==> src/tssio_pkg.sv <==
/*
 * Shared constants and types for the transfer switch signalling I/O block:
 * register offsets, field layouts, reset values, function codes, FSM states
 * and the structs that carry the controller-side signals.
 * Assumes a single clock domain and a classic Wishbone slave with 32-bit data.
 */
package tssio_pkg;

	// ------------------------------------------------------------
	// Register map (byte addresses)
	// ------------------------------------------------------------
	localparam logic [7:0] TSSIO_OFF_IN_CFG   = 8'h00; // Input functions, polarity
	localparam logic [7:0] TSSIO_OFF_OUT_CFG  = 8'h04; // Output functions, polarity
	localparam logic [7:0] TSSIO_OFF_CTRL     = 8'h08; // Module bus enable
	localparam logic [7:0] TSSIO_OFF_STATUS   = 8'h0C; // Live state, read only
	localparam logic [7:0] TSSIO_OFF_ALARM    = 8'h10; // Sticky alarms, write one clears
	localparam logic [7:0] TSSIO_OFF_PRE_DLY  = 8'h14; // Pre-transfer delay, cycles
	localparam logic [7:0] TSSIO_OFF_POST_DLY = 8'h18; // Post-transfer delay, cycles

	// ------------------------------------------------------------
	// Field layout
	// ------------------------------------------------------------
	localparam int TSSIO_CH_STRIDE   = 8;  // Per-channel field spacing
	localparam int TSSIO_IN_FN_W     = 4;  // Input function code width
	localparam int TSSIO_OUT_FN_W    = 3;  // Output function code width
	localparam int TSSIO_IN_POL_BIT  = 4;  // Input NC bit within channel
	localparam int TSSIO_OUT_POL_BIT = 3;  // Output NC bit within channel
	localparam int TSSIO_NUM_ALARM   = 4;  // Open/close fail per source
	localparam int TSSIO_NUM_IN_FN   = 16; // Size of input code space
	localparam int TSSIO_NUM_OUT_FN  = 8;  // Size of output code space

	// ------------------------------------------------------------
	// Reset values
	// ------------------------------------------------------------
	localparam logic [31:0] TSSIO_RST_IN_CFG  = 32'h0000_0000; // No function, NO
	localparam logic [31:0] TSSIO_RST_OUT_CFG = 32'h0000_0000; // No function, NO
	localparam logic        TSSIO_RST_BUS_EN  = 1'h1;          // Module bus on
	localparam logic        TSSIO_RST_AUTO    = 1'h1;          // Start in automatic
	localparam int          TSSIO_SYNC_SETTLE = 3;             // Cycles before strap capture

	// ------------------------------------------------------------
	// Input function codes
	// ------------------------------------------------------------
	typedef enum logic [3:0] {
		IN_NONE      = 4'h0,
		IN_ESTOP     = 4'h1,
		IN_TEST_ON   = 4'h2,
		IN_TEST_OFF  = 4'h3,
		IN_INH_AUTO  = 4'h4,
		IN_MAN_RETX  = 4'h5,
		IN_PRIO_1ST  = 4'h6,
		IN_PRIO_2ND  = 4'h7,
		IN_INH_XFER  = 4'h8,
		IN_BYPASS    = 4'h9,
		IN_RC_1ST    = 4'hA,
		IN_RC_OFF    = 4'hB,
		IN_RC_2ND    = 4'hC,
		IN_ALM_RST   = 4'hD,
		IN_MODE_TGL  = 4'hE
	} tssio_in_fn_t;

	// ------------------------------------------------------------
	// Output function codes
	// ------------------------------------------------------------
	typedef enum logic [2:0] {
		OUT_NONE     = 3'h0,
		OUT_ALARM    = 3'h1,
		OUT_AT_1ST   = 3'h2,
		OUT_AT_OFF   = 3'h3,
		OUT_AT_2ND   = 3'h4,
		OUT_PRE_XFER = 3'h5
	} tssio_out_fn_t;

	// Switch position reported by the controller
	typedef enum logic [1:0] {
		POS_OFF = 2'h0,
		POS_1ST = 2'h1,
		POS_2ND = 2'h2
	} tssio_pos_t;

	// Pre-transfer sequencer, one-hot
	typedef enum logic [3:0] {
		PT_IDLE = 4'h1,
		PT_PRE  = 4'h2,
		PT_XFER = 4'h4,
		PT_POST = 4'h8
	} tssio_pt_state_t;

	// ------------------------------------------------------------
	// Controller-side carriers
	// ------------------------------------------------------------
	typedef struct packed {
		tssio_pos_t pos;        // Present switch position
		logic       alarm_ext;  // Any other controller alarm
		logic       auto_off;   // Controller-side auto disable
		logic [3:0] fail;       // Open1, close1, open2, close2 fail pulses
		logic       xfer_req;   // Controller wants to transfer
		logic       xfer_done;  // Transfer finished, pulse
	} tssio_ctl_in_t;

	typedef struct packed {
		logic estop;        // Go to centre off
		logic auto_dis;     // Automatic mode disabled
		logic ctl_block;    // Switch operations blocked
		logic gen_blk;      // No generator start on priority loss
		logic man_retx;     // No automatic return to priority
		logic prio_valid;   // Priority set by input
		logic prio_2nd;     // Second source is priority
		logic inh_xfer;     // No transfer away from priority
		logic bypass;       // End running delay, pulse
		logic rc_1st;       // Remote command to first source
		logic rc_off;       // Remote command to off
		logic rc_2nd;       // Remote command to second source
		logic test_run;     // Test sequence running
		logic test_xfer;    // Running test moves the load
		logic xfer_go;      // Transfer may proceed
		logic menu_en;      // Module menus may be shown
	} tssio_ctl_out_t;

endpackage : tssio_pkg

==> src/tssio_top.sv <==
/*
 * Signalling I/O module of a transfer switch controller: two field inputs
 * and two output contacts, each mapped to a selectable function, reached
 * by the controller over a classic Wishbone slave.
 * Assumes field pins are asynchronous and controller signals share ref_clk.
 */
// The register offsets and the Wishbone interface to the registers are this design's own decisions.
// What this block does
// - Two inputs, two contacts, each configured independently
// - Up to three instances, variant identity strapped
// - Menus only when powered, bus enabled, detected
// - Emergency stop drives switch to centre off
// - Emergency stop disables automatic mode
// - On-load test toggles on polarity-selected edge
// - Off-load test toggles, same edge rule
// - Inhibit blocks control, delay writes, tests, generator start
// - Manual retransfer blocks return to priority
// - Priority inputs select first or second source
// - Inhibit transfer blocks leaving priority source
// - Bypass ends any running delay now
// - Remote to first; off overrides it
// - Reset alarm clears all four switch failures
// - Mode toggle flips auto/local on edge only
// - Alarm output: any alarm or auto disabled
// - Position outputs follow first, off, second
// - Pre-transfer signal first, transfer held for delay
// - Signal held post-transfer delay, then released
// - On-load test transfers load; off-load does not
`timescale 1ns/100ps
`default_nettype none
module tssio_top #(
	parameter int DLY_W = 16 // Width of pre/post delay counters
) (
	// Clock and reset
	input  wire logic                    ref_clk,
	input  wire logic                    reset,
	// Wishbone slave
	input  wire logic                    wb_cyc_i,
	input  wire logic                    wb_stb_i,
	input  wire logic                    wb_we_i,
	input  wire logic [7:0]              wb_adr_i,
	input  wire logic [3:0]              wb_sel_i,
	input  wire logic [31:0]             wb_dat_i,
	output var  logic [31:0]             wb_dat_o,
	output var  logic                    wb_ack_o,
	// Field and slot pins
	input  wire logic [1:0]              contact_closed,
	input  wire logic [1:0]              variant_strap,
	input  wire logic                    module_powered,
	input  wire logic                    slot_detect,
	output var  logic [1:0]              relay_on,
	// Controller side
	input  wire tssio_pkg::tssio_ctl_in_t  ctl_in,
	output var  tssio_pkg::tssio_ctl_out_t ctl_out
);
	import tssio_pkg::*;
	// ------------------------------------------------------------
	// Elaboration checks
	// ------------------------------------------------------------
	if (DLY_W < 1 || DLY_W > 32)
	begin : g_chk
		$error("DLY_W must be 1..32");
	end
	// ------------------------------------------------------------
	// Declarations
	// ------------------------------------------------------------
	logic [31:0]      in_cfg_r;       // Input function map
	logic [31:0]      out_cfg_r;      // Output function map
	logic             bus_en_r;       // Module bus enable
	logic [DLY_W-1:0] pre_dly_r;      // Pre-transfer delay
	logic [DLY_W-1:0] post_dly_r;     // Post-transfer delay
	logic [3:0]       alarm_r;        // Sticky switch failures
	logic [1:0]       in_s1_r;        // Contact sync stage 1
	logic [1:0]       in_s2_r;        // Contact sync stage 2
	logic [3:0]       pin_s1_r;       // Strap/power/slot stage 1
	logic [3:0]       pin_s2_r;       // Strap/power/slot stage 2
	logic [1:0]       act_d_r;        // Last synchronised contact level
	logic [1:0]       variant_r;      // Captured variant identity
	logic [1:0]       settle_r;       // Strap capture counter
	logic             auto_r;         // Automatic mode
	logic             test_on_r;      // On-load test running
	logic             test_off_r;     // Off-load test running
	logic [DLY_W-1:0] cnt_r;          // Delay counter
	tssio_pt_state_t  pt_r;           // Pre-transfer sequencer
	tssio_pt_state_t  pt_nxt;         // Next sequencer state
	logic [1:0]       act;            // Input logical state
	logic [1:0]       rise;           // Input activation edge
	logic [15:0]      lvl_hot [2];    // Level per function, per input
	logic [15:0]      edg_hot [2];    // Edge per function, per input
	logic [15:0]      lvl;            // Level per function
	logic [15:0]      edg;            // Edge per function
	logic [7:0]       out_hot [2];    // Output source per function
	logic [1:0]       out_act;        // Output logical state
	logic [7:0]       out_src;        // State of each output function
	logic             req;            // New bus request
	logic             wr;             // Write takes effect
	logic [31:0]      wmask;          // Byte-lane mask
	logic [31:0]      rd_data;        // Read mux
	logic             alarm_any;      // Any alarm present
	logic             auto_dis;       // Automatic operation disabled
	logic             dly_done;       // Running delay has elapsed
	logic [3:0]       alarm_clr;      // Alarm bits cleared this cycle

	// ------------------------------------------------------------
	// Pin synchronisers
	// ------------------------------------------------------------
	// Two flops on every asynchronous pin
	always_ff @(posedge ref_clk)
	begin
		if (reset)
		begin
			in_s1_r  <= 2'h0;
			in_s2_r  <= 2'h0;
			pin_s1_r <= 4'h0;
			pin_s2_r <= 4'h0;
			act_d_r  <= 2'h0;
		end
		else
		begin
			in_s1_r  <= contact_closed;
			in_s2_r  <= in_s1_r;
			pin_s1_r <= {variant_strap, module_powered, slot_detect};
			pin_s2_r <= pin_s1_r;
			act_d_r  <= in_s2_r; // Contact history for edge detect
		end
	end

	// Strap caught once synchronisers have settled
	always_ff @(posedge ref_clk)
	begin
		if (reset)
		begin
			settle_r  <= 2'h0;
			variant_r <= 2'h0;
		end
		else if (settle_r != 2'(TSSIO_SYNC_SETTLE))
		begin
			settle_r  <= settle_r + 2'h1;
			variant_r <= pin_s2_r[3:2];
		end
	end

	// ------------------------------------------------------------
	// Per-channel decode
	// ------------------------------------------------------------
	for (genvar i = 0; i < 2; i++)
	begin : g_ch
		localparam int B = i * TSSIO_CH_STRIDE;
		logic [TSSIO_IN_FN_W-1:0]  in_fn;
		logic [TSSIO_OUT_FN_W-1:0] out_fn;
		assign in_fn  = in_cfg_r[B +: TSSIO_IN_FN_W];
		assign out_fn = out_cfg_r[B +: TSSIO_OUT_FN_W];
		// NC polarity inverts the contact
		assign act[i]  = in_s2_r[i] ^ in_cfg_r[B + TSSIO_IN_POL_BIT];
		// Rise is close for NO, open for NC; a polarity write is no edge
		assign rise[i] = act[i]
			& ~(act_d_r[i] ^ in_cfg_r[B + TSSIO_IN_POL_BIT]);
		assign lvl_hot[i] = act[i] ? (16'h0001 << in_fn) : 16'h0000;
		assign edg_hot[i] = rise[i] ? (16'h0001 << in_fn) : 16'h0000;
		assign out_hot[i] = out_src & (8'h01 << out_fn);
		// No-function code never reaches a source
		assign out_act[i] = |out_hot[i];
	end
	assign lvl = lvl_hot[0] | lvl_hot[1];
	assign edg = edg_hot[0] | edg_hot[1];

	// ------------------------------------------------------------
	// Wishbone slave
	// ------------------------------------------------------------
	assign req   = wb_cyc_i & wb_stb_i & ~wb_ack_o;
	assign wr    = wb_cyc_i & wb_stb_i & wb_we_i & wb_ack_o;
	assign wmask = {{8{wb_sel_i[3]}}, {8{wb_sel_i[2]}},
		{8{wb_sel_i[1]}}, {8{wb_sel_i[0]}}};

	// One ack per request, dropped next cycle; read data taken with it
	always_ff @(posedge ref_clk)
	begin
		if (reset)
		begin
			wb_ack_o <= 1'h0;
			wb_dat_o <= 32'h0;
		end
		else
		begin
			wb_ack_o <= req;
			if (req)
				wb_dat_o <= rd_data;
		end
	end

	// Read mux; unmapped reads as zero
	always_comb
	begin
		if (wb_adr_i == TSSIO_OFF_IN_CFG)
			rd_data = in_cfg_r;
		else if (wb_adr_i == TSSIO_OFF_OUT_CFG)
			rd_data = out_cfg_r;
		else if (wb_adr_i == TSSIO_OFF_CTRL)
			rd_data = {31'h0, bus_en_r};
		else if (wb_adr_i == TSSIO_OFF_STATUS)
			rd_data = {18'h0, pt_r, variant_r, ctl_out.menu_en, auto_r,
				test_on_r, test_off_r, relay_on, act};
		else if (wb_adr_i == TSSIO_OFF_ALARM)
			rd_data = {28'h0, alarm_r};
		else if (wb_adr_i == TSSIO_OFF_PRE_DLY)
			rd_data = 32'(pre_dly_r);
		else if (wb_adr_i == TSSIO_OFF_POST_DLY)
			rd_data = 32'(post_dly_r);
		else
			rd_data = 32'h0;
	end

	// Register writes; switch delays frozen while inhibit is active
	always_ff @(posedge ref_clk)
	begin
		if (reset)
		begin
			in_cfg_r  <= TSSIO_RST_IN_CFG;
			out_cfg_r <= TSSIO_RST_OUT_CFG;
			bus_en_r  <= TSSIO_RST_BUS_EN;
			pre_dly_r <= '0;
			post_dly_r <= '0;
		end
		else if (wr)
		begin
			if (wb_adr_i == TSSIO_OFF_IN_CFG)
				in_cfg_r <= (in_cfg_r & ~wmask) | (wb_dat_i & wmask);
			else if (wb_adr_i == TSSIO_OFF_OUT_CFG)
				out_cfg_r <= (out_cfg_r & ~wmask) | (wb_dat_i & wmask);
			else if (wb_adr_i == TSSIO_OFF_CTRL && wb_sel_i[0])
				bus_en_r <= wb_dat_i[0];
			else if (wb_adr_i == TSSIO_OFF_PRE_DLY && !lvl[IN_INH_AUTO])
				pre_dly_r <= DLY_W'((32'(pre_dly_r) & ~wmask) | (wb_dat_i & wmask));
			else if (wb_adr_i == TSSIO_OFF_POST_DLY && !lvl[IN_INH_AUTO])
				post_dly_r <= DLY_W'((32'(post_dly_r) & ~wmask) | (wb_dat_i & wmask));
		end
	end

	// ------------------------------------------------------------
	// Alarms
	// ------------------------------------------------------------
	// Reset-alarm edge or software write-one clears
	assign alarm_clr = (edg[IN_ALM_RST] ? 4'hF : 4'h0) |
		((wr && wb_adr_i == TSSIO_OFF_ALARM && wb_sel_i[0]) ? wb_dat_i[3:0] : 4'h0);

	// Sticky failures; a new failure beats a clear
	always_ff @(posedge ref_clk)
	begin
		if (reset)
			alarm_r <= 4'h0;
		else
			alarm_r <= (alarm_r & ~alarm_clr) | ctl_in.fail;
	end

	assign alarm_any = (|alarm_r) | ctl_in.alarm_ext;
	assign auto_dis  = ~auto_r | lvl[IN_ESTOP] | lvl[IN_INH_AUTO] | ctl_in.auto_off;

	// ------------------------------------------------------------
	// Mode and tests
	// ------------------------------------------------------------
	// Auto/local toggle; emergency stop forces local
	always_ff @(posedge ref_clk)
	begin
		if (reset)
			auto_r <= TSSIO_RST_AUTO;
		else if (lvl[IN_ESTOP])
			auto_r <= 1'h0;
		else if (edg[IN_MODE_TGL])
			auto_r <= ~auto_r;
	end

	// Test start/stop on edge; inhibit stops and blocks
	always_ff @(posedge ref_clk)
	begin
		if (reset)
		begin
			test_on_r  <= 1'h0;
			test_off_r <= 1'h0;
		end
		else if (lvl[IN_INH_AUTO] || lvl[IN_ESTOP])
		begin
			test_on_r  <= 1'h0;
			test_off_r <= 1'h0;
		end
		else
		begin
			if (edg[IN_TEST_ON])
				test_on_r <= ~test_on_r;
			if (edg[IN_TEST_OFF])
				test_off_r <= ~test_off_r;
		end
	end

	// ------------------------------------------------------------
	// Pre-transfer sequencer
	// ------------------------------------------------------------
	// Delay ends on count or on bypass
	assign dly_done = edg[IN_BYPASS] ||
		(pt_r == PT_PRE && cnt_r >= pre_dly_r) ||
		(pt_r == PT_POST && cnt_r >= post_dly_r);

	// Next state
	always_comb
	begin
		pt_nxt = pt_r;
		case (pt_r)
			PT_IDLE:
				if (ctl_in.xfer_req && !lvl[IN_INH_AUTO])
					pt_nxt = PT_PRE;
			PT_PRE:
				if (dly_done)
					pt_nxt = PT_XFER;
			PT_XFER:
				if (ctl_in.xfer_done)
					pt_nxt = PT_POST;
			PT_POST:
				if (dly_done)
					pt_nxt = PT_IDLE;
			default:
				pt_nxt = PT_IDLE;
		endcase
	end

	// State and delay counter
	always_ff @(posedge ref_clk)
	begin
		if (reset)
		begin
			pt_r  <= PT_IDLE;
			cnt_r <= '0;
		end
		else
		begin
			pt_r <= pt_nxt;
			if (pt_nxt != pt_r)
				cnt_r <= '0;
			else if (cnt_r != '1)
				cnt_r <= cnt_r + DLY_W'(1);
		end
	end

	// ------------------------------------------------------------
	// Output function sources
	// ------------------------------------------------------------
	always_comb
	begin
		out_src               = 8'h00;
		out_src[OUT_ALARM]    = alarm_any | auto_dis;
		out_src[OUT_AT_1ST]   = ctl_in.pos == POS_1ST;
		out_src[OUT_AT_OFF]   = ctl_in.pos == POS_OFF;
		out_src[OUT_AT_2ND]   = ctl_in.pos == POS_2ND;
		out_src[OUT_PRE_XFER] = pt_r != PT_IDLE;
	end

	// Relay drive; NC contact closed when inactive
	always_ff @(posedge ref_clk)
	begin
		if (reset)
			relay_on <= 2'h0;
		else
			relay_on <= out_act ^ {out_cfg_r[TSSIO_CH_STRIDE + TSSIO_OUT_POL_BIT],
				out_cfg_r[TSSIO_OUT_POL_BIT]};
	end

	// ------------------------------------------------------------
	// Controller commands
	// ------------------------------------------------------------
	always_ff @(posedge ref_clk)
	begin
		if (reset)
			ctl_out <= '0;
		else
		begin
			ctl_out.estop      <= lvl[IN_ESTOP];
			ctl_out.auto_dis   <= auto_dis;
			ctl_out.ctl_block  <= lvl[IN_INH_AUTO];
			ctl_out.gen_blk    <= lvl[IN_INH_AUTO];
			ctl_out.man_retx   <= lvl[IN_MAN_RETX];
			ctl_out.prio_valid <= lvl[IN_PRIO_1ST] | lvl[IN_PRIO_2ND];
			ctl_out.prio_2nd   <= lvl[IN_PRIO_2ND] & ~lvl[IN_PRIO_1ST];
			ctl_out.inh_xfer   <= lvl[IN_INH_XFER];
			ctl_out.bypass     <= edg[IN_BYPASS];
			ctl_out.rc_off     <= lvl[IN_RC_OFF] & ~lvl[IN_INH_AUTO];
			ctl_out.rc_1st     <= lvl[IN_RC_1ST] & ~lvl[IN_RC_OFF]
				& ~lvl[IN_INH_AUTO];
			ctl_out.rc_2nd     <= lvl[IN_RC_2ND] & ~lvl[IN_RC_OFF]
				& ~lvl[IN_RC_1ST] & ~lvl[IN_INH_AUTO];
			ctl_out.test_run   <= test_on_r | test_off_r;
			ctl_out.test_xfer  <= test_on_r;
			ctl_out.xfer_go    <= pt_r == PT_XFER;
			ctl_out.menu_en    <= pin_s2_r[1] & bus_en_r & pin_s2_r[0];
		end
	end

endmodule : tssio_top

`default_nettype wire

==> config.mk <==
export PLATFORM = sky130hd
export DESIGN_NAME = tssio_top
export DESIGN_NICKNAME = d
export VERILOG_FILES = /design/src/tssio_pkg.sv /design/src/tssio_top.sv
export SDC_FILE = /design/constraint.sdc
export NUM_CORES = 1
export LEC_CHECK = 0
export CAP_MARGIN = 5
export CORE_AREA = 2 2 165 167
export DETAILED_ROUTE_END_ITERATION = 12
export DIE_AREA = 0 0 167 169
export DONT_BUFFER_PORTS = 1
export RECOVER_POWER = 50
export SLEW_MARGIN = 20
export SYNTH_ARGS = -nofsm -noshare
export SYNTH_HDL_FRONTEND = slang
export SYNTH_SLANG_ARGS = --single-unit
==> constraint.sdc <==
create_clock -name ref_clk -period 2.7 [get_ports ref_clk]
set_clock_uncertainty 0.2 [all_clocks]
set_input_delay 0.135 -clock ref_clk [delete_from_list [all_inputs] [get_ports ref_clk]]
set_output_delay 0.135 -clock ref_clk [all_outputs]
set_load 0.02 [all_outputs]
==> run summary <==
POWER AND IR DROP
--------------------------------------------------------------------------------
Share of total power consumed by net switching                             0.243
Flop pwr share                                                             0.488
Clk network pwr share                                                      0.449
Internal portion of total power                                          4.60 mW
Power density of the placed cells                                    537 nW/um^2
Switching power total                                                    1.48 mW
Logic pwr share                                                            0.063
Leakage                                                                  4.33 nW
Max rail drop VDD                                                     0.000335 V

LOGIC SYNTHESIS
--------------------------------------------------------------------------------
XOR/XNOR Fraction of Synth Area                                           0.0181
Yosys top cell by area                                              sky130_fd_sc_hd__dfxtp_1
Share of the synthesized area in the top cell type                         0.420
Adder-cell share of the synthesized area                                  0.0465
Sequential share of the synthesized area                                   0.420
Combinational family with the most area after synthesis             simple AND/OR/NAND/NOR gates
Fraction of the mapped netlist area in simple logic gates                  0.211
Syn Inst Count                                                              1027
Mux contribution to synthesized area                                       0.112
Average footprint of a synthesized cell                               8.90 sq um
Primary FF master, synth                                            sky130_fd_sc_hd__dfxtp_1
Count of state elements after synthesis                                      192
Post-Syn Nets                                                               1126
Mapped cell area                                                      9140 sq um
Cell types occupying the most area after synthesis                  sky130_fd_sc_hd__dfxtp_1 42%, sky130_fd_sc_hd__mux2i_1 11%, sky130_fd_sc_hd__nor2_1 6.9%
Synth cell types                                                              71
Compound-gate portion of the synthesized area                              0.146
EDFF count, synth                                                              0
Fraction of registers with async set or reset after synthesis                  0
Synth warnings                                                                 0

STA
--------------------------------------------------------------------------------
Final worst hold slack                                                0.00585 ns
Fmax                                                                     387 MHz
Finish-stage setup viols                                                       0
Count of endpoints failing hold in the final timing report                     0
Share of the clock period used by the worst path                           0.957
Slew at the pin closest to its max-slew limit                           0.919 ns
Worst rel slew slack                                                       0.385
Max-slew violation count                                                       0
Accumulated negative setup slack                                            0 ns
Final critical delay including setup and external delays                 2.58 ns
Unrepaired setup endpoints after global routing                            false

SETUP PATH
--------------------------------------------------------------------------------
Critical register-to-register path startpoint                       cnt_r[14]$_SDFFE_PP0P_
CP Launch Point                                                         wb_stb_i
Length in cells of the worst reg-to-reg path                                   9
Endpoint required time on the critical path                              2.88 ns
Reg2reg setup slack                                                      0.14 ns
Data arrival time at the worst-slack endpoint                            2.76 ns
Sort of element at the end of the critical path                        flip-flop
Worst setup path category                                                 in2reg
Endpoint of the lowest-slack register-to-register path              pt_r[1]$_SDFF_PP0_
Startpoint type of the worst setup path                             primary input
Worst-path maximum fanout                                                     25
Timing endpoint of the critical path                                wb_dat_o[5]$_SDFFE_PP0P_

DRT
--------------------------------------------------------------------------------
Drt total wl                                                        27400 microns
Detail-routed net length per standard cell                          18.5 microns
Initial DRT Pass Iterations                                                    5
Residual DRC count                                                             0
Routed Antenna Nets                                                            0
Routed vias                                                                 7824
Violation count after the first detailed-routing iteration                   606
Routed vias/inst                                                            5.28

FLOORPLAN
--------------------------------------------------------------------------------
Floorplan Core Area                                                  26500 sq um
Vertical extent of the die                                           169 microns
Die width                                                            167 microns
# rows                                                                        60
Die Footprint                                                        28200 sq um
Effective utilization at floorplan                                         0.345
Number of placed I/O pins                                                    116

GLOBAL ROUTING
--------------------------------------------------------------------------------
Maximum number of pins on one net before global-route repair                 131
Initial antenna violation count                                                2
Overall global routing resource usage                                      0.193
Overflow left after global routing                                             0
Wire length of the first global-routing pass                        43400 microns
Via count of the first global-routing pass                                  7769

CTS
--------------------------------------------------------------------------------
Number of H-tree branching levels                                              4
Maximum root-to-sink buffer count                                              2
Root Buffer                                                         sky130_fd_sc_hd__clkbuf_16
CTS tree                                                                    done
CTS clock-pin slew for the worst setup and hold paths                    0.07 ns
Number of clock sinks                                                        192
Clk Latency, worst-skew pair                                             0.43 ns
Num CTS Buffers                                                               17

PLACE
--------------------------------------------------------------------------------
Placed insts                                                                1346
Count of buffers from port buffering                                           0
Half-perimeter wire length after placement                          18600 microns
Routability-driven placement congestion ratio                              0.838

RUN
--------------------------------------------------------------------------------
Number of max-cap violations                                                   0

FINAL LAYOUT
--------------------------------------------------------------------------------
Count of non-filler cells in the finished layout                            1483
Core occupancy in the finished layout                                      0.427
Number of nets in the layout                                                1227
Count of filler cells inserted in the layout                                2550
Fraction of final layout cells with drive strength greater than 1         0.0824
Area grow syn2layout                                                       23.7%

RUN STATUS
--------------------------------------------------------------------------------
Status                                                              finished clean

HOLD PATH
--------------------------------------------------------------------------------
Worst min-delay path category                                             in2reg

## power by group through the flow
stage          Clock [mW]  Combinational (mW)  Sequential (mW)
5_1_grt              2.90               0.416             2.97
3_5_place_dp            0               0.214             3.03
3_3_place_gp            0               0.211             3.03
4_1_cts              2.78               0.375             2.97
6_report             2.72               0.384             2.97
2_1_floorplan           0               0.212             3.01
## layout by cell type (no fill, tap or decap), types with 5 or more instances in the layout
master and count:
sky130_fd_sc_hd__nor4_1 6, sky130_fd_sc_hd__o21ai_0 43, sky130_fd_sc_hd__buf_4 31, sky130_fd_sc_hd__a31oi_1 7, sky130_fd_sc_hd__a221oi_1 6, sky130_fd_sc_hd__nor2_1 170
sky130_fd_sc_hd__a22oi_1 26, sky130_fd_sc_hd__dlygate4sd3_1 101, sky130_fd_sc_hd__and4_1 5, sky130_fd_sc_hd__dfxtp_1 192, sky130_fd_sc_hd__nand3_1 15, sky130_fd_sc_hd__xnor2_1 8
sky130_fd_sc_hd__a21o_1 8, sky130_fd_sc_hd__clkbuf_16 17, sky130_fd_sc_hd__a211oi_1 22, sky130_fd_sc_hd__nand2_1 69, sky130_fd_sc_hd__ha_1 34, sky130_fd_sc_hd__nor2b_1 21
sky130_fd_sc_hd__nor3b_1 5, sky130_fd_sc_hd__inv_1 43, sky130_fd_sc_hd__xor2_1 9, sky130_fd_sc_hd__nand2b_1 5, sky130_fd_sc_hd__mux2i_1 101, sky130_fd_sc_hd__nor2_4 5
sky130_fd_sc_hd__a21oi_1 51, sky130_fd_sc_hd__nor3_1 32, sky130_fd_sc_hd__a311oi_1 6, sky130_fd_sc_hd__nand4_1 8
## stage by stage
stage / cell area (sq um) / setup WS (ns) / power (mW)
after floorplan: 9140 / 0.362 / 3.23
after global placement: 9620 / 0.170 / 3.24
after detailed placement: 9620 / 0.0494 / 3.25
after CTS: 11300 / 0.0557 / 6.12
after global routing: 11300 / 0.00621 / 6.29
final: 11300 / 0.116 / 6.07
## cells by family (layout without fill, tap and decap cells)
kind of cell,after synthesis,count (layout)
AND/OR/NAND/NOR,379,379
AO/OA/AOI/OAI,201,201
flip-flops,192,192
multiplexers,102,102
buffers and inverters,101,215
adder cells (fa/ha/maj),34,34
XOR/XNOR,18,18
other,0,1
## worst min path at each step
stage,start,slack [ns],end,cells past startpoint
2_1_floorplan,ctl_in[2],0.05,alarm_r[0]$_SDFF_PP0_,2
3_3_place_gp,reset,0.02,pin_s1_r[0]$_SDFF_PP0_,1
3_5_place_dp,reset,0.02,pin_s1_r[0]$_SDFF_PP0_,1
4_1_cts,ctl_in[7],0.001,relay_on[1]$_SDFF_PP0_,5
5_1_grt,ctl_in[0],0.02,cnt_r[4]$_SDFFE_PP0P_,4
6_report,ctl_in[0],0.006,cnt_r[10]$_SDFFE_PP0P_,4
## worst max-delay path: stages
cell	delay [ns]
sky130_fd_sc_hd__dlygate4sd3_1	0.53
sky130_fd_sc_hd__nand2_1	0.04
sky130_fd_sc_hd__dlygate4sd3_1	0.57
sky130_fd_sc_hd__nor2_1	0.30
sky130_fd_sc_hd__buf_12	0.22
sky130_fd_sc_hd__nor2_1	0.05
sky130_fd_sc_hd__a311oi_1	0.29
sky130_fd_sc_hd__dlygate4sd3_1	0.60
## cells in the mapped netlist (3+ instances only)
cell                       number
sky130_fd_sc_hd__nor3b_1        5
sky130_fd_sc_hd__a211oi_1      22
sky130_fd_sc_hd__a22oi_1       26
sky130_fd_sc_hd__nand4_4        4
sky130_fd_sc_hd__nor2_1       168
sky130_fd_sc_hd__and2_1         4
sky130_fd_sc_hd__a31oi_1        7
sky130_fd_sc_hd__ha_1          34
sky130_fd_sc_hd__a21oi_1       51
sky130_fd_sc_hd__inv_1         43
sky130_fd_sc_hd__o22ai_1        3
sky130_fd_sc_hd__and3_1         4
sky130_fd_sc_hd__nor2b_1       21
sky130_fd_sc_hd__mux2i_1      101
sky130_fd_sc_hd__nand2_1       69
sky130_fd_sc_hd__nor3_1        32
sky130_fd_sc_hd__and4_1         6
sky130_fd_sc_hd__nand4_1        8
sky130_fd_sc_hd__clkbuf_1      44
sky130_fd_sc_hd__nor2_2         5
sky130_fd_sc_hd__xnor2_1        8
sky130_fd_sc_hd__nand4b_1       4
sky130_fd_sc_hd__o21ai_0       43
sky130_fd_sc_hd__buf_2          4
sky130_fd_sc_hd__a311oi_1       6
sky130_fd_sc_hd__nand3_1       15
sky130_fd_sc_hd__buf_1          4
sky130_fd_sc_hd__dfxtp_1      192
sky130_fd_sc_hd__nor4_1         6
sky130_fd_sc_hd__xor2_1         9
sky130_fd_sc_hd__nor2_4         4
sky130_fd_sc_hd__a21o_1         8
sky130_fd_sc_hd__nand2b_1       5
sky130_fd_sc_hd__a221oi_1       6
sky130_fd_sc_hd__buf_6          5
## repair_timing
item,CTS,global route
gates resized for setup,0,6
hold endpoints to repair,192,0
hold buffers,102,0
endpoints found under the setup margin,0,31
buffers inserted,0,2
## final cells by class
| type | instances | area [sq um] | share of cell area |
|---|---|---|---|
| well taps | 341 | 427 | 0.0377 |
| clock inverters | 13 | 176 | 0.0156 |
| repair buffers | 140 | 1350 | 0.119 |
| flip-flops and latches | 192 | 3840 | 0.340 |
| inverters | 43 | 161 | 0.0143 |
| diodes | 1 | 2.50 | 0.000221 |
| multi-input cells | 734 | 4900 | 0.433 |
| clock buffers | 19 | 453 | 0.0400 |
## metal layers
| layer | global-route usage | share of wire | vias up |
|---|---|---|---|
| li1 | - | - | 3833 |
| met1 | 0.253 | 0.45 | 3726 |
| met2 | 0.308 | 0.46 | 224 |
| met3 | 0.0482 | 0.066 | 39 |
| met4 | 0.0690 | 0.025 | 2 |
| met5 | 0 | 0.00047 | - |
Power figures use the tool's default switching activity.
